`src/hw/flash_iap_pkg.sv`:
```
// Package: register map, field layout and codes of the flash write/erase sequencer.
// Assumes one 40 MHz clock domain and a 32-bit AXI4-Lite register bus.
package flash_iap_pkg;
   // Register indexes; byte address is four times the index
   localparam logic [7:0] IDX_UNLOCK  = 8'hF1;
   localparam logic [7:0] IDX_ADDR_LO = 8'hF2;
   localparam logic [7:0] IDX_ADDR_HI = 8'hF3;
   localparam logic [7:0] IDX_REGION  = 8'hF4;
   localparam logic [7:0] IDX_WDATA   = 8'hF5;
   localparam logic [7:0] IDX_CTRL    = 8'hF6;
   localparam logic [7:0] IDX_STATUS  = 8'hF7;
   localparam logic [7:0] IDX_CONFIG  = 8'hF8;
   // Control register fields
   localparam int         BIT_BOOT_SEL = 7;
   localparam int         BIT_ERASE    = 5;
   localparam int         BIT_PROGRAM  = 4;
   localparam logic [1:0] CMD_START    = 2'h2;
   // Status and config fields
   localparam int BIT_BUSY     = 2;
   localparam int BIT_OPEN     = 1;
   localparam int BIT_REFUSED  = 0;
   localparam int BIT_MAINLOCK = 2;
   // Region codes
   localparam logic [7:0] REGION_MAIN = 8'h00;
   localparam logic [7:0] REGION_UID  = 8'h01;
   localparam logic [7:0] REGION_EEP  = 8'h02;
   localparam logic [7:0] REGION_BOOT = 8'h03;
   // Boot area sizes: first main-area address owned by the boot area
   localparam logic [14:0] BOOT_START_NONE = 15'h4000;
   localparam logic [14:0] BOOT_START_1K   = 15'h3C00;
   localparam logic [14:0] BOOT_START_2K   = 15'h3800;
   localparam logic [14:0] BOOT_START_4K   = 15'h3000;
   // Reset values
   localparam logic [7:0] RST_BYTE   = 8'h00;
   localparam logic [1:0] RST_BOOTSZ = 2'h0;
   // Bus responses
   localparam logic [1:0] RESP_OKAY   = 2'h0;
   localparam logic [1:0] RESP_SLVERR = 2'h2;
   // Sequencer states
   typedef enum logic [1:0] {
      ST_IDLE = 2'b01,
      ST_BUSY = 2'b10
   } op_state_t;
endpackage : flash_iap_pkg

```
`src/hw/unlock_timer.sv`:
```
// Unlock window: a non-zero load opens it for that many clocks.
// Assumes load and consume come from logic on the same clock.
`timescale 1ns/1ps
`default_nettype none
module unlock_timer
   import flash_iap_pkg::*;
#(
   parameter int W = 8
) (
   input  wire logic         i_clk,     // System clock
   input  wire logic         i_reset,   // Async reset, high
   input  wire logic         i_load,    // Unlock value written
   input  wire logic [W-1:0] i_value,   // Window length n
   input  wire logic         i_consume, // Start command seen
   output logic              o_open,    // Window open
   output logic [W-1:0]      o_left     // Clocks remaining
);
   logic [W-1:0] left;

   // Count down; a command or expiry closes the window
   always_ff @(posedge i_clk or posedge i_reset) begin
      if (i_reset) begin
         left <= '0;
      end else if (i_load) begin
         left <= i_value;
      end else if (i_consume) begin
         left <= '0;
      end else if (left != '0) begin
         left <= left - 1'b1;
      end
   end

   assign o_open = (left != '0);
   assign o_left = left;
endmodule : unlock_timer
`default_nettype wire

```
`src/hw/op_permit.sv`:
```
// Checks whether an armed operation may touch the flash.
// Assumes all inputs are register values on the same clock.
`timescale 1ns/1ps
`default_nettype none
module op_permit
   import flash_iap_pkg::*;
(
   input  wire logic [7:0]  i_region,    // Region code
   input  wire logic [13:0] i_addr,      // Target address
   input  wire logic [1:0]  i_boot_size, // Boot area size
   input  wire logic        i_main_lock, // Main area locked
   input  wire logic        i_erase,     // Erase armed
   input  wire logic        i_program,   // Program armed
   output logic             o_ok         // Operation allowed
);
   logic [14:0] boot_start;

   // Lowest main-area address that belongs to the boot area
   always_comb begin
      unique case (i_boot_size)
         2'h0:    boot_start = BOOT_START_NONE;
         2'h1:    boot_start = BOOT_START_1K;
         2'h2:    boot_start = BOOT_START_2K;
         default: boot_start = BOOT_START_4K;
      endcase
   end

   // Exactly one arm bit; only main (unlocked, below boot) or EEPROM
   always_comb begin
      o_ok = 1'b0;
      if (i_erase ^ i_program) begin
         if (i_region == REGION_EEP) begin
            o_ok = 1'b1;
         end else if (i_region == REGION_MAIN) begin
            o_ok = !i_main_lock && ({1'b0, i_addr} < boot_start);
         end
      end
   end
endmodule : op_permit
`default_nettype wire

```
`src/hw/flash_iap_ctrl.sv`:
```
// Flash in-application write/erase sequencer with AXI4-Lite registers.
// Assumes the flash array answers each start pulse with one done pulse.
//
// Notes on behaviour
// Control bit 7 picks the restart area after software reset: main or boot.
// Erase arm set, then command 10 erases the addressed sector.
// Program arm set, then command 10 writes the data byte to the address.
// Only command code 10 starts anything; other codes start nothing.
// Software sets an arm bit first, then writes command 10 to launch; here the arm bit must be in the same control write as command 10.
// Software never sets both arm bits; one operation at a time.
// Software follows a launch with at least eight no-operation instructions.
// Region 0 main area, 1 unique-ID read only, 2 EEPROM read/write.
// Region 3 allows boot-area code reads only from boot code; never writes.
// Non-zero unlock n opens flash operations for n clocks.
// Software writes region, data, address, then unlock value, in that order.
// CPU is held during an operation and resumes when it completes.
// With main area locked, writes in region 0 are ignored.
// Software masks interrupts for non-zero regions, restores region 0 after.
// Boot area size is none, 1K, 2K or 4K, set by boot size setting.
// Target address is split: low register bits 7..0, high register 6 bits.
// The boot area is never programmed or erased.
// A command outside an open unlock window is ignored.
// Reset clears both arm bits and the command field.
`timescale 1ns/1ps
`default_nettype none
module flash_iap_ctrl
   import flash_iap_pkg::*;
#(
   parameter int AW = 12
) (
   input  wire logic          i_clk,            // 40 MHz system clock
   input  wire logic          i_reset,          // Async reset, high
   input  wire logic [AW-1:0] i_awaddr,         // Write address
   input  wire logic          i_awvalid,        // Write address valid
   output logic               o_awready,        // Write address ready
   input  wire logic [31:0]   i_wdata,          // Write data
   input  wire logic [3:0]    i_wstrb,          // Write strobes
   input  wire logic          i_wvalid,         // Write data valid
   output logic               o_wready,         // Write data ready
   output logic [1:0]         o_bresp,          // Write response
   output logic               o_bvalid,         // Write response valid
   input  wire logic          i_bready,         // Write response ready
   input  wire logic [AW-1:0] i_araddr,         // Read address
   input  wire logic          i_arvalid,        // Read address valid
   output logic               o_arready,        // Read address ready
   output logic [31:0]        o_rdata,          // Read data
   output logic [1:0]         o_rresp,          // Read response
   output logic               o_rvalid,         // Read data valid
   input  wire logic          i_rready,         // Read data ready
   input  wire logic          i_run_from_boot,  // CPU runs boot code
   input  wire logic          i_flash_done,     // Flash operation finished
   output logic               o_flash_erase,    // Sector erase start pulse
   output logic               o_flash_program,  // Byte program start pulse
   output logic [13:0]        o_flash_addr,     // Target address
   output logic [7:0]         o_flash_wdata,    // Byte to program
   output logic [7:0]         o_flash_region,   // Region for reads and ops
   output logic               o_boot_read_en,   // Boot area code reads allowed
   output logic               o_cpu_hold,       // Stall program counter
   output logic               o_boot_restart    // Restart from boot area
);
   op_state_t   state;
   logic        aw_got;
   logic        w_got;
   logic [7:0]  w_idx;
   logic [31:0] w_data;
   logic        w_lane0;
   logic [7:0]  region_select;
   logic [7:0]  write_data;
   logic [13:0] target_address;
   logic        boot_area_select;
   logic        erase_arm;
   logic        program_arm;
   logic [1:0]  cmd;
   logic [1:0]  boot_size_setting;
   logic        main_lock;
   logic        refused;
   logic        window_open;
   logic [7:0]  window_left;
   logic        permit_ok;
   logic        do_write;
   logic        wr_hit;
   logic        cmd_write;
   logic        launch_req;
   logic        launch;
   logic [7:0]  r_idx;
   logic        r_hit;
   logic [7:0]  r_byte;

   // Write happens once address and data are both captured
   assign do_write   = aw_got && w_got && !o_bvalid;
   assign wr_hit     = (w_idx >= IDX_UNLOCK) && (w_idx <= IDX_CONFIG);
   assign cmd_write  = do_write && w_lane0 && (w_idx == IDX_CTRL);
   assign launch_req = cmd_write && (w_data[1:0] == CMD_START);
   assign launch     = launch_req && window_open && permit_ok
                       && (state == ST_IDLE);
   assign r_idx      = i_araddr[9:2];
   assign r_hit      = (r_idx >= IDX_UNLOCK) && (r_idx <= IDX_CONFIG)
                       && (i_araddr[AW-1:10] == '0);

   // Window timer: any start attempt closes it
   unlock_timer #(.W(8)) u_timer (
      .i_clk     (i_clk),
      .i_reset   (i_reset),
      .i_load    (do_write && w_lane0 && (w_idx == IDX_UNLOCK)),
      .i_value   (w_data[7:0]),
      .i_consume (launch_req),
      .o_open    (window_open),
      .o_left    (window_left)
   );

   // Permission check on the arm bits being written with the command
   op_permit u_permit (
      .i_region    (region_select),
      .i_addr      (target_address),
      .i_boot_size (boot_size_setting),
      .i_main_lock (main_lock),
      .i_erase     (w_data[BIT_ERASE]),
      .i_program   (w_data[BIT_PROGRAM]),
      .o_ok        (permit_ok)
   );

   // AXI write address and data capture, in either order
   always_ff @(posedge i_clk or posedge i_reset) begin
      if (i_reset) begin
         o_awready <= 1'b1;
         o_wready  <= 1'b1;
         aw_got    <= 1'b0;
         w_got     <= 1'b0;
         w_idx     <= RST_BYTE;
         w_data    <= '0;
         w_lane0   <= 1'b0;
         o_bvalid  <= 1'b0;
         o_bresp   <= RESP_OKAY;
      end else begin
         if (i_awvalid && o_awready) begin
            o_awready <= 1'b0;
            aw_got    <= 1'b1;
            w_idx     <= (i_awaddr[AW-1:10] == '0) ? i_awaddr[9:2] : RST_BYTE;
         end
         if (i_wvalid && o_wready) begin
            o_wready <= 1'b0;
            w_got    <= 1'b1;
            w_data   <= i_wdata;
            w_lane0  <= i_wstrb[0];
         end
         if (do_write) begin
            aw_got   <= 1'b0;
            w_got    <= 1'b0;
            o_bvalid <= 1'b1;
            o_bresp  <= wr_hit ? RESP_OKAY : RESP_SLVERR;
         end
         if (o_bvalid && i_bready) begin
            o_bvalid  <= 1'b0;
            o_awready <= 1'b1;
            o_wready  <= 1'b1;
         end
      end
   end

   // Setup registers: region, data, split address, config
   always_ff @(posedge i_clk or posedge i_reset) begin
      if (i_reset) begin
         region_select     <= RST_BYTE;
         write_data        <= RST_BYTE;
         target_address    <= '0;
         boot_size_setting <= RST_BOOTSZ;
         main_lock         <= 1'b0;
      end else if (do_write && w_lane0) begin
         unique case (w_idx)
            IDX_REGION:  region_select       <= w_data[7:0];
            IDX_WDATA:   write_data          <= w_data[7:0];
            IDX_ADDR_LO: target_address[7:0] <= w_data[7:0];
            IDX_ADDR_HI: target_address[13:8] <= w_data[5:0];
            IDX_CONFIG: begin
               boot_size_setting <= w_data[1:0];
               main_lock         <= w_data[BIT_MAINLOCK];
            end
            default: ;
         endcase
      end
   end

   // Control register; command field clears when the operation ends
   always_ff @(posedge i_clk or posedge i_reset) begin
      if (i_reset) begin
         boot_area_select <= 1'b0;
         erase_arm        <= 1'b0;
         program_arm      <= 1'b0;
         cmd              <= 2'h0;
      end else if (cmd_write) begin
         boot_area_select <= w_data[BIT_BOOT_SEL];
         erase_arm        <= w_data[BIT_ERASE];
         program_arm      <= w_data[BIT_PROGRAM];
         cmd              <= launch ? CMD_START : 2'h0;
      end else if ((state == ST_BUSY) && i_flash_done) begin
         cmd <= 2'h0;
      end
   end

   // Sticky refusal flag; a new refusal beats a software clear
   always_ff @(posedge i_clk or posedge i_reset) begin
      if (i_reset) begin
         refused <= 1'b0;
      end else if (launch_req && !launch) begin
         refused <= 1'b1;
      end else if (do_write && w_lane0 && (w_idx == IDX_STATUS) && w_data[BIT_REFUSED]) begin
         refused <= 1'b0;
      end
   end

   // Sequencer: launch pulses the flash, CPU stalls until done
   always_ff @(posedge i_clk or posedge i_reset) begin
      if (i_reset) begin
         state           <= ST_IDLE;
         o_flash_erase   <= 1'b0;
         o_flash_program <= 1'b0;
         o_cpu_hold      <= 1'b0;
         o_flash_addr    <= '0;
         o_flash_wdata   <= RST_BYTE;
      end else begin
         o_flash_erase   <= 1'b0;
         o_flash_program <= 1'b0;
         unique case (state)
            ST_IDLE: begin
               if (launch) begin
                  state           <= ST_BUSY;
                  o_flash_erase   <= w_data[BIT_ERASE];
                  o_flash_program <= w_data[BIT_PROGRAM];
                  o_flash_addr    <= target_address;
                  o_flash_wdata   <= write_data;
                  o_cpu_hold      <= 1'b1;
               end
            end
            ST_BUSY: begin
               if (i_flash_done) begin
                  state      <= ST_IDLE;
                  o_cpu_hold <= 1'b0;
               end
            end
         endcase
      end
   end

   // Region and boot-read outputs, plus restart selection
   always_ff @(posedge i_clk or posedge i_reset) begin
      if (i_reset) begin
         o_flash_region <= REGION_MAIN;
         o_boot_read_en <= 1'b0;
         o_boot_restart <= 1'b0;
      end else begin
         o_flash_region <= region_select;
         o_boot_read_en <= (region_select == REGION_BOOT) && i_run_from_boot;
         o_boot_restart <= boot_area_select;
      end
   end

   // Read mux
   always_comb begin
      unique case (r_idx)
         IDX_UNLOCK:  r_byte = window_left;
         IDX_ADDR_LO: r_byte = target_address[7:0];
         IDX_ADDR_HI: r_byte = {2'h0, target_address[13:8]};
         IDX_REGION:  r_byte = region_select;
         IDX_WDATA:   r_byte = write_data;
         IDX_CTRL:    r_byte = {boot_area_select, 1'b0, erase_arm, program_arm, 2'h0, cmd};
         IDX_STATUS:  r_byte = {5'h0, (state == ST_BUSY), window_open, refused};
         IDX_CONFIG:  r_byte = {5'h0, main_lock, boot_size_setting};
         default:     r_byte = 8'h00;
      endcase
   end

   // AXI read channel: one beat, answer the cycle after the address
   always_ff @(posedge i_clk or posedge i_reset) begin
      if (i_reset) begin
         o_arready <= 1'b1;
         o_rvalid  <= 1'b0;
         o_rdata   <= '0;
         o_rresp   <= RESP_OKAY;
      end else if (i_arvalid && o_arready) begin
         o_arready <= 1'b0;
         o_rvalid  <= 1'b1;
         o_rdata   <= r_hit ? {24'h0, r_byte} : 32'h0;
         o_rresp   <= r_hit ? RESP_OKAY : RESP_SLVERR;
      end else if (o_rvalid && i_rready) begin
         o_rvalid  <= 1'b0;
         o_arready <= 1'b1;
      end
   end
endmodule : flash_iap_ctrl
`default_nettype wire

```
`config.mk`:
```
export PLATFORM = sky130hd
export DESIGN_NAME = flash_iap_ctrl
export DESIGN_NICKNAME = d
export VERILOG_FILES = /design/src/hw/flash_iap_pkg.sv /design/src/hw/unlock_timer.sv /design/src/hw/op_permit.sv /design/src/hw/flash_iap_ctrl.sv
export SDC_FILE = /design/constraint.sdc
export NUM_CORES = 1
export LEC_CHECK = 0
export BUFFER_PORTS_ARGS = -buffer_cell sky130_fd_sc_hd__buf_4
export CAP_MARGIN = 10
export CORE_MARGIN = 4
export CORE_UTILIZATION = 40
export CTS_CLUSTER_SIZE = 14
export DETAILED_ROUTE_END_ITERATION = 8
export PLACE_DENSITY_LB_ADDON = 0.1
export RECOVER_POWER = 100
export SLEW_MARGIN = 20
export SYNTH_ARGS = -nofsm -noshare
export SYNTH_HDL_FRONTEND = slang
export SYNTH_SLANG_ARGS = --single-unit
export TNS_END_PERCENT = 10
```
`constraint.sdc`:
```
create_clock -name i_clk -period 6.5 [get_ports i_clk]
set_clock_uncertainty 0.05 [all_clocks]
set_input_delay 0.325 -clock i_clk [delete_from_list [all_inputs] [get_ports i_clk]]
set_output_delay 0.325 -clock i_clk [all_outputs]
set_load 0.02 [all_outputs]
```
==> summary.md <==
| Metric | Value |
|---|---|
| Status | finished with violations |
| Failing checks | capacitance limit, slew limit |
| Root Buffer | clkbuf_16 |
| CP arrival | 4130 ps |
| TritonCTS Buffers | 17 |
| Synth cell count leaders | dfrtp_1 (112), mux2_2 (65), nand2_1 (31) |
| Multi-input logic area | 2160 sq um |
| Max VDD drop | 200 uV |
| Iteration count of the initial detailed-routing pass | 8 |
| Pin count of the biggest net entering global routing | 86 |
| Largest family of logic cells by synthesized area | multiplexers |
| Most frequent cell after synthesis | dfrtp_1 |
| Routed Antenna Nets | 0 |
| Post-route setup TNS | 0 ps |
| Syn. warnings | 0 |
| Clock insertion delay at the later pin of the skew report | 410 ps |
| Setup Slack @ Placement | 3540 ps |
| Hpwl dp | 8860 microns |
| Global placer's final weighted congestion | 0.849 |
| Clock Tree Buf Depth | 2 |
| Setup crit end kind | flip-flop |
| Final Hold Vio Count | 0 |
| CTS resizes | 0 |
| Effective utilization at floorplan | between 40% and 50% |
| Slew at the pin closest to its max-slew limit | 2070 ps |
| Hold WC Path Type | in -> reg |
| Synth Area in Adders | 1.40% |
| PwrDens | 340 nW/um^2 |
| FF+latch count, synth | 116 |
| Min cycle time layout | 3880 ps |
| Initial antenna violation count | 0 |
| Leading post-synthesis cells by cell area | dfrtp_1 (52%), mux2_2 (14%), buf_4 (3.6%), nand2_1 (2.2%), o21ai_0 (2.1%) |
| Antenna diode instance count | 0 |
| Clk sinks | 116 |
| CTS clk-pin slew, worst paths | 50 ps |
| Synthesized area | 5380 sq um |
| Aggregate global routing overflow | 0 |
| Total GRT Usage | 17.4% |
| FF-to-FF Start | o_bvalid$_DFFE_PP0P_ |
| Synth cell types | 58 |
| Max-Slew Margin vs Limit | -39.6% |
| Register area | 2910 sq um |
| Hold Crit Start | i_wvalid |
| Unrepaired setup endpoints after global routing | false |
| Crit Path Max Fanout | 17 |
| Max Freq | 257 MHz |
| DRT iter0 DRCs | 188 |
| Avg WL per Cell | between 15 and 20 microns |
| Sequential share of the synthesized area | 54.1% |
| EDFF count, synth | 0 |
| Type of the worst setup path | reg -> reg |
| PortBufs | 87 |
| Vias in the first global route | 3701 |
| Max-Cap Viols | 3 |
| Drt total wl | 12600 microns |
| Die Footprint | ~15000 sq um |
| CP Launch Point | o_bvalid$_DFFE_PP0P_ |
| Htree depth | 4 |
| Crit path required time | 6740 ps |
| First-pass GRT wire length | 20000 microns |
| Core Util, Final | about 50% |
| Synth Area in Compound Gates | roughly 9.3% |
| Top FF cell, synth | dfrtp_1 |
| Synthesized instance count | 443 |
| Nets@finish | 611 |
| Die Y | roughly 120 microns |
| Die W | 124 microns |
| DR vias | 3686 |
| Mapped Avg Cell Area | 12.1 sq um |
| Layout area overhead | 20.0% |
| Share of post-route cells with drive strength above 1 | around a quarter |
| Setup ws final | 2620 ps |
| Row count | 42 |
| Mux contribution to synthesized area | 16.3% |
| Max-slew violation count | 26 |
| CTS tree | done |
| Residual DRC | 0 |
| # fillers | between 1000 and 1500 |
| Setup-failing EPs final | 0 |
| Leak pwr | 3.01 nW |
| Core Area | 13200 sq um |
| Crit path launch type | flip-flop |
| Cell taking the most area after synthesis | dfrtp_1 |
| IO Count | 145 |
| Avg Vias per Cell | around 5.1 |
| Synth top area share | a little over half |
| Fin crit share | 59.7% |
| Synth Area in XOR/XNOR | 1.47% |
| Simple-Gate Fraction of Synth Area | 11.0% |
| Ys async rst share | 100% |
per-stage QoR:
step	area [sq um]	instances	power (mW)	hold slack (ps)
3_5_place_dp	6080	691	1.31	305
2_1_floorplan	5470	468	1.20	320
6_report	6450	725	2.19	28.1
3_3_place_gp	6080	691	1.29	298
4_1_cts	6690	725	2.24	4.04
5_1_grt	6450	725	2.30	15.6
placed cells by master, fill, tap and decap left out, drive strengths merged, types with 11 or more instances in the layout:
cell type  instances
dfrtp            112
a21oi             11
nor2              16
buf               38
inv               15
nand2             31
clkbuf            80
conb              26
o21ai             25
mux2              67
power by group:
| group | leakage, nW | internal [mW] | total [mW] | switching, mW |
|---|---|---|---|---|
| sequential | 1.56 | 0.823 | 0.963 | 0.140 |
| clock | 0.289 | 0.614 | 0.921 | 0.308 |
| combinational | 1.16 | 0.149 | 0.306 | 0.158 |
flip-flops by register name (all words and copies together), names as in the netlist, 2 cells and up:
name               cells
o_flash_addr          14
target_address        14
o_flash_region         8
o_flash_wdata          8
o_rdata                8
region_select          8
u_timer.o_left         8
w_data                 8
w_idx                  8
write_data             8
boot_size_setting      2
cells by family (layout without fill, tap and decap cells):
logic type,Yosys count,after routing
adder cells (fa/ha/maj),6,6
AND/OR/NAND/NOR,100,100
other,1,26
AO/OA/AOI/OAI,74,74
XOR/XNOR,9,9
multiplexers,78,78
buffers and inverters,59,140
flip-flops,116,116
path summary, 6_finish.rpt:
path / to / slack [ps] / cells after the start
max: o_flash_wdata[0]$_DFFE_PP0P_ / 2620 / 6
min: o_wready$_DFFE_PP1P_ / 30 / 2
max reg2reg: o_flash_wdata[0]$_DFFE_PP0P_ / 2620 / 6
min reg2reg: o_boot_restart$_DFF_PP0_ / 350 / 0
max in group asynchronous: o_flash_addr[11]$_DFFE_PP0P_ / 4330 / 4
min in group asynchronous: o_boot_restart$_DFF_PP0_ / 740 / 3
layout make-up:
cell class	instances	share of cell area [%]
clock buffer	28	8.01
clock inverter	4	1.09
inverter	16	0.950
multi-input combinational	293	33.5
sequential	116	45.1
tap	176	3.41
timing repair buffer	92	7.93
critical path, cell delays in order, from the launching register on:
cell,delay (ps)
dfrtp_1,410
nand3b_1,310
nor4_1,1350
nand4_2,360
nor3_4,530
buf_4,360
mux2_2,370
metal layers:
layer,GRT usage (%),vias up,share of wire (%)
li1,-,1726,-
met1,24.3,1819,47
met2,25.9,120,44
met3,4.63,21,6.6
met4,6.50,0,1.6
met5,0,-,0
repair_timing:
action / 4_1_cts / 5_1_grt
hold buffers: 2 / 0
endpoints found under the hold margin: 30 / 0
buffers inserted: 0 / 0
endpoints found under the setup margin: 0 / 0
Note: power is estimated with default switching activity, not from simulation.
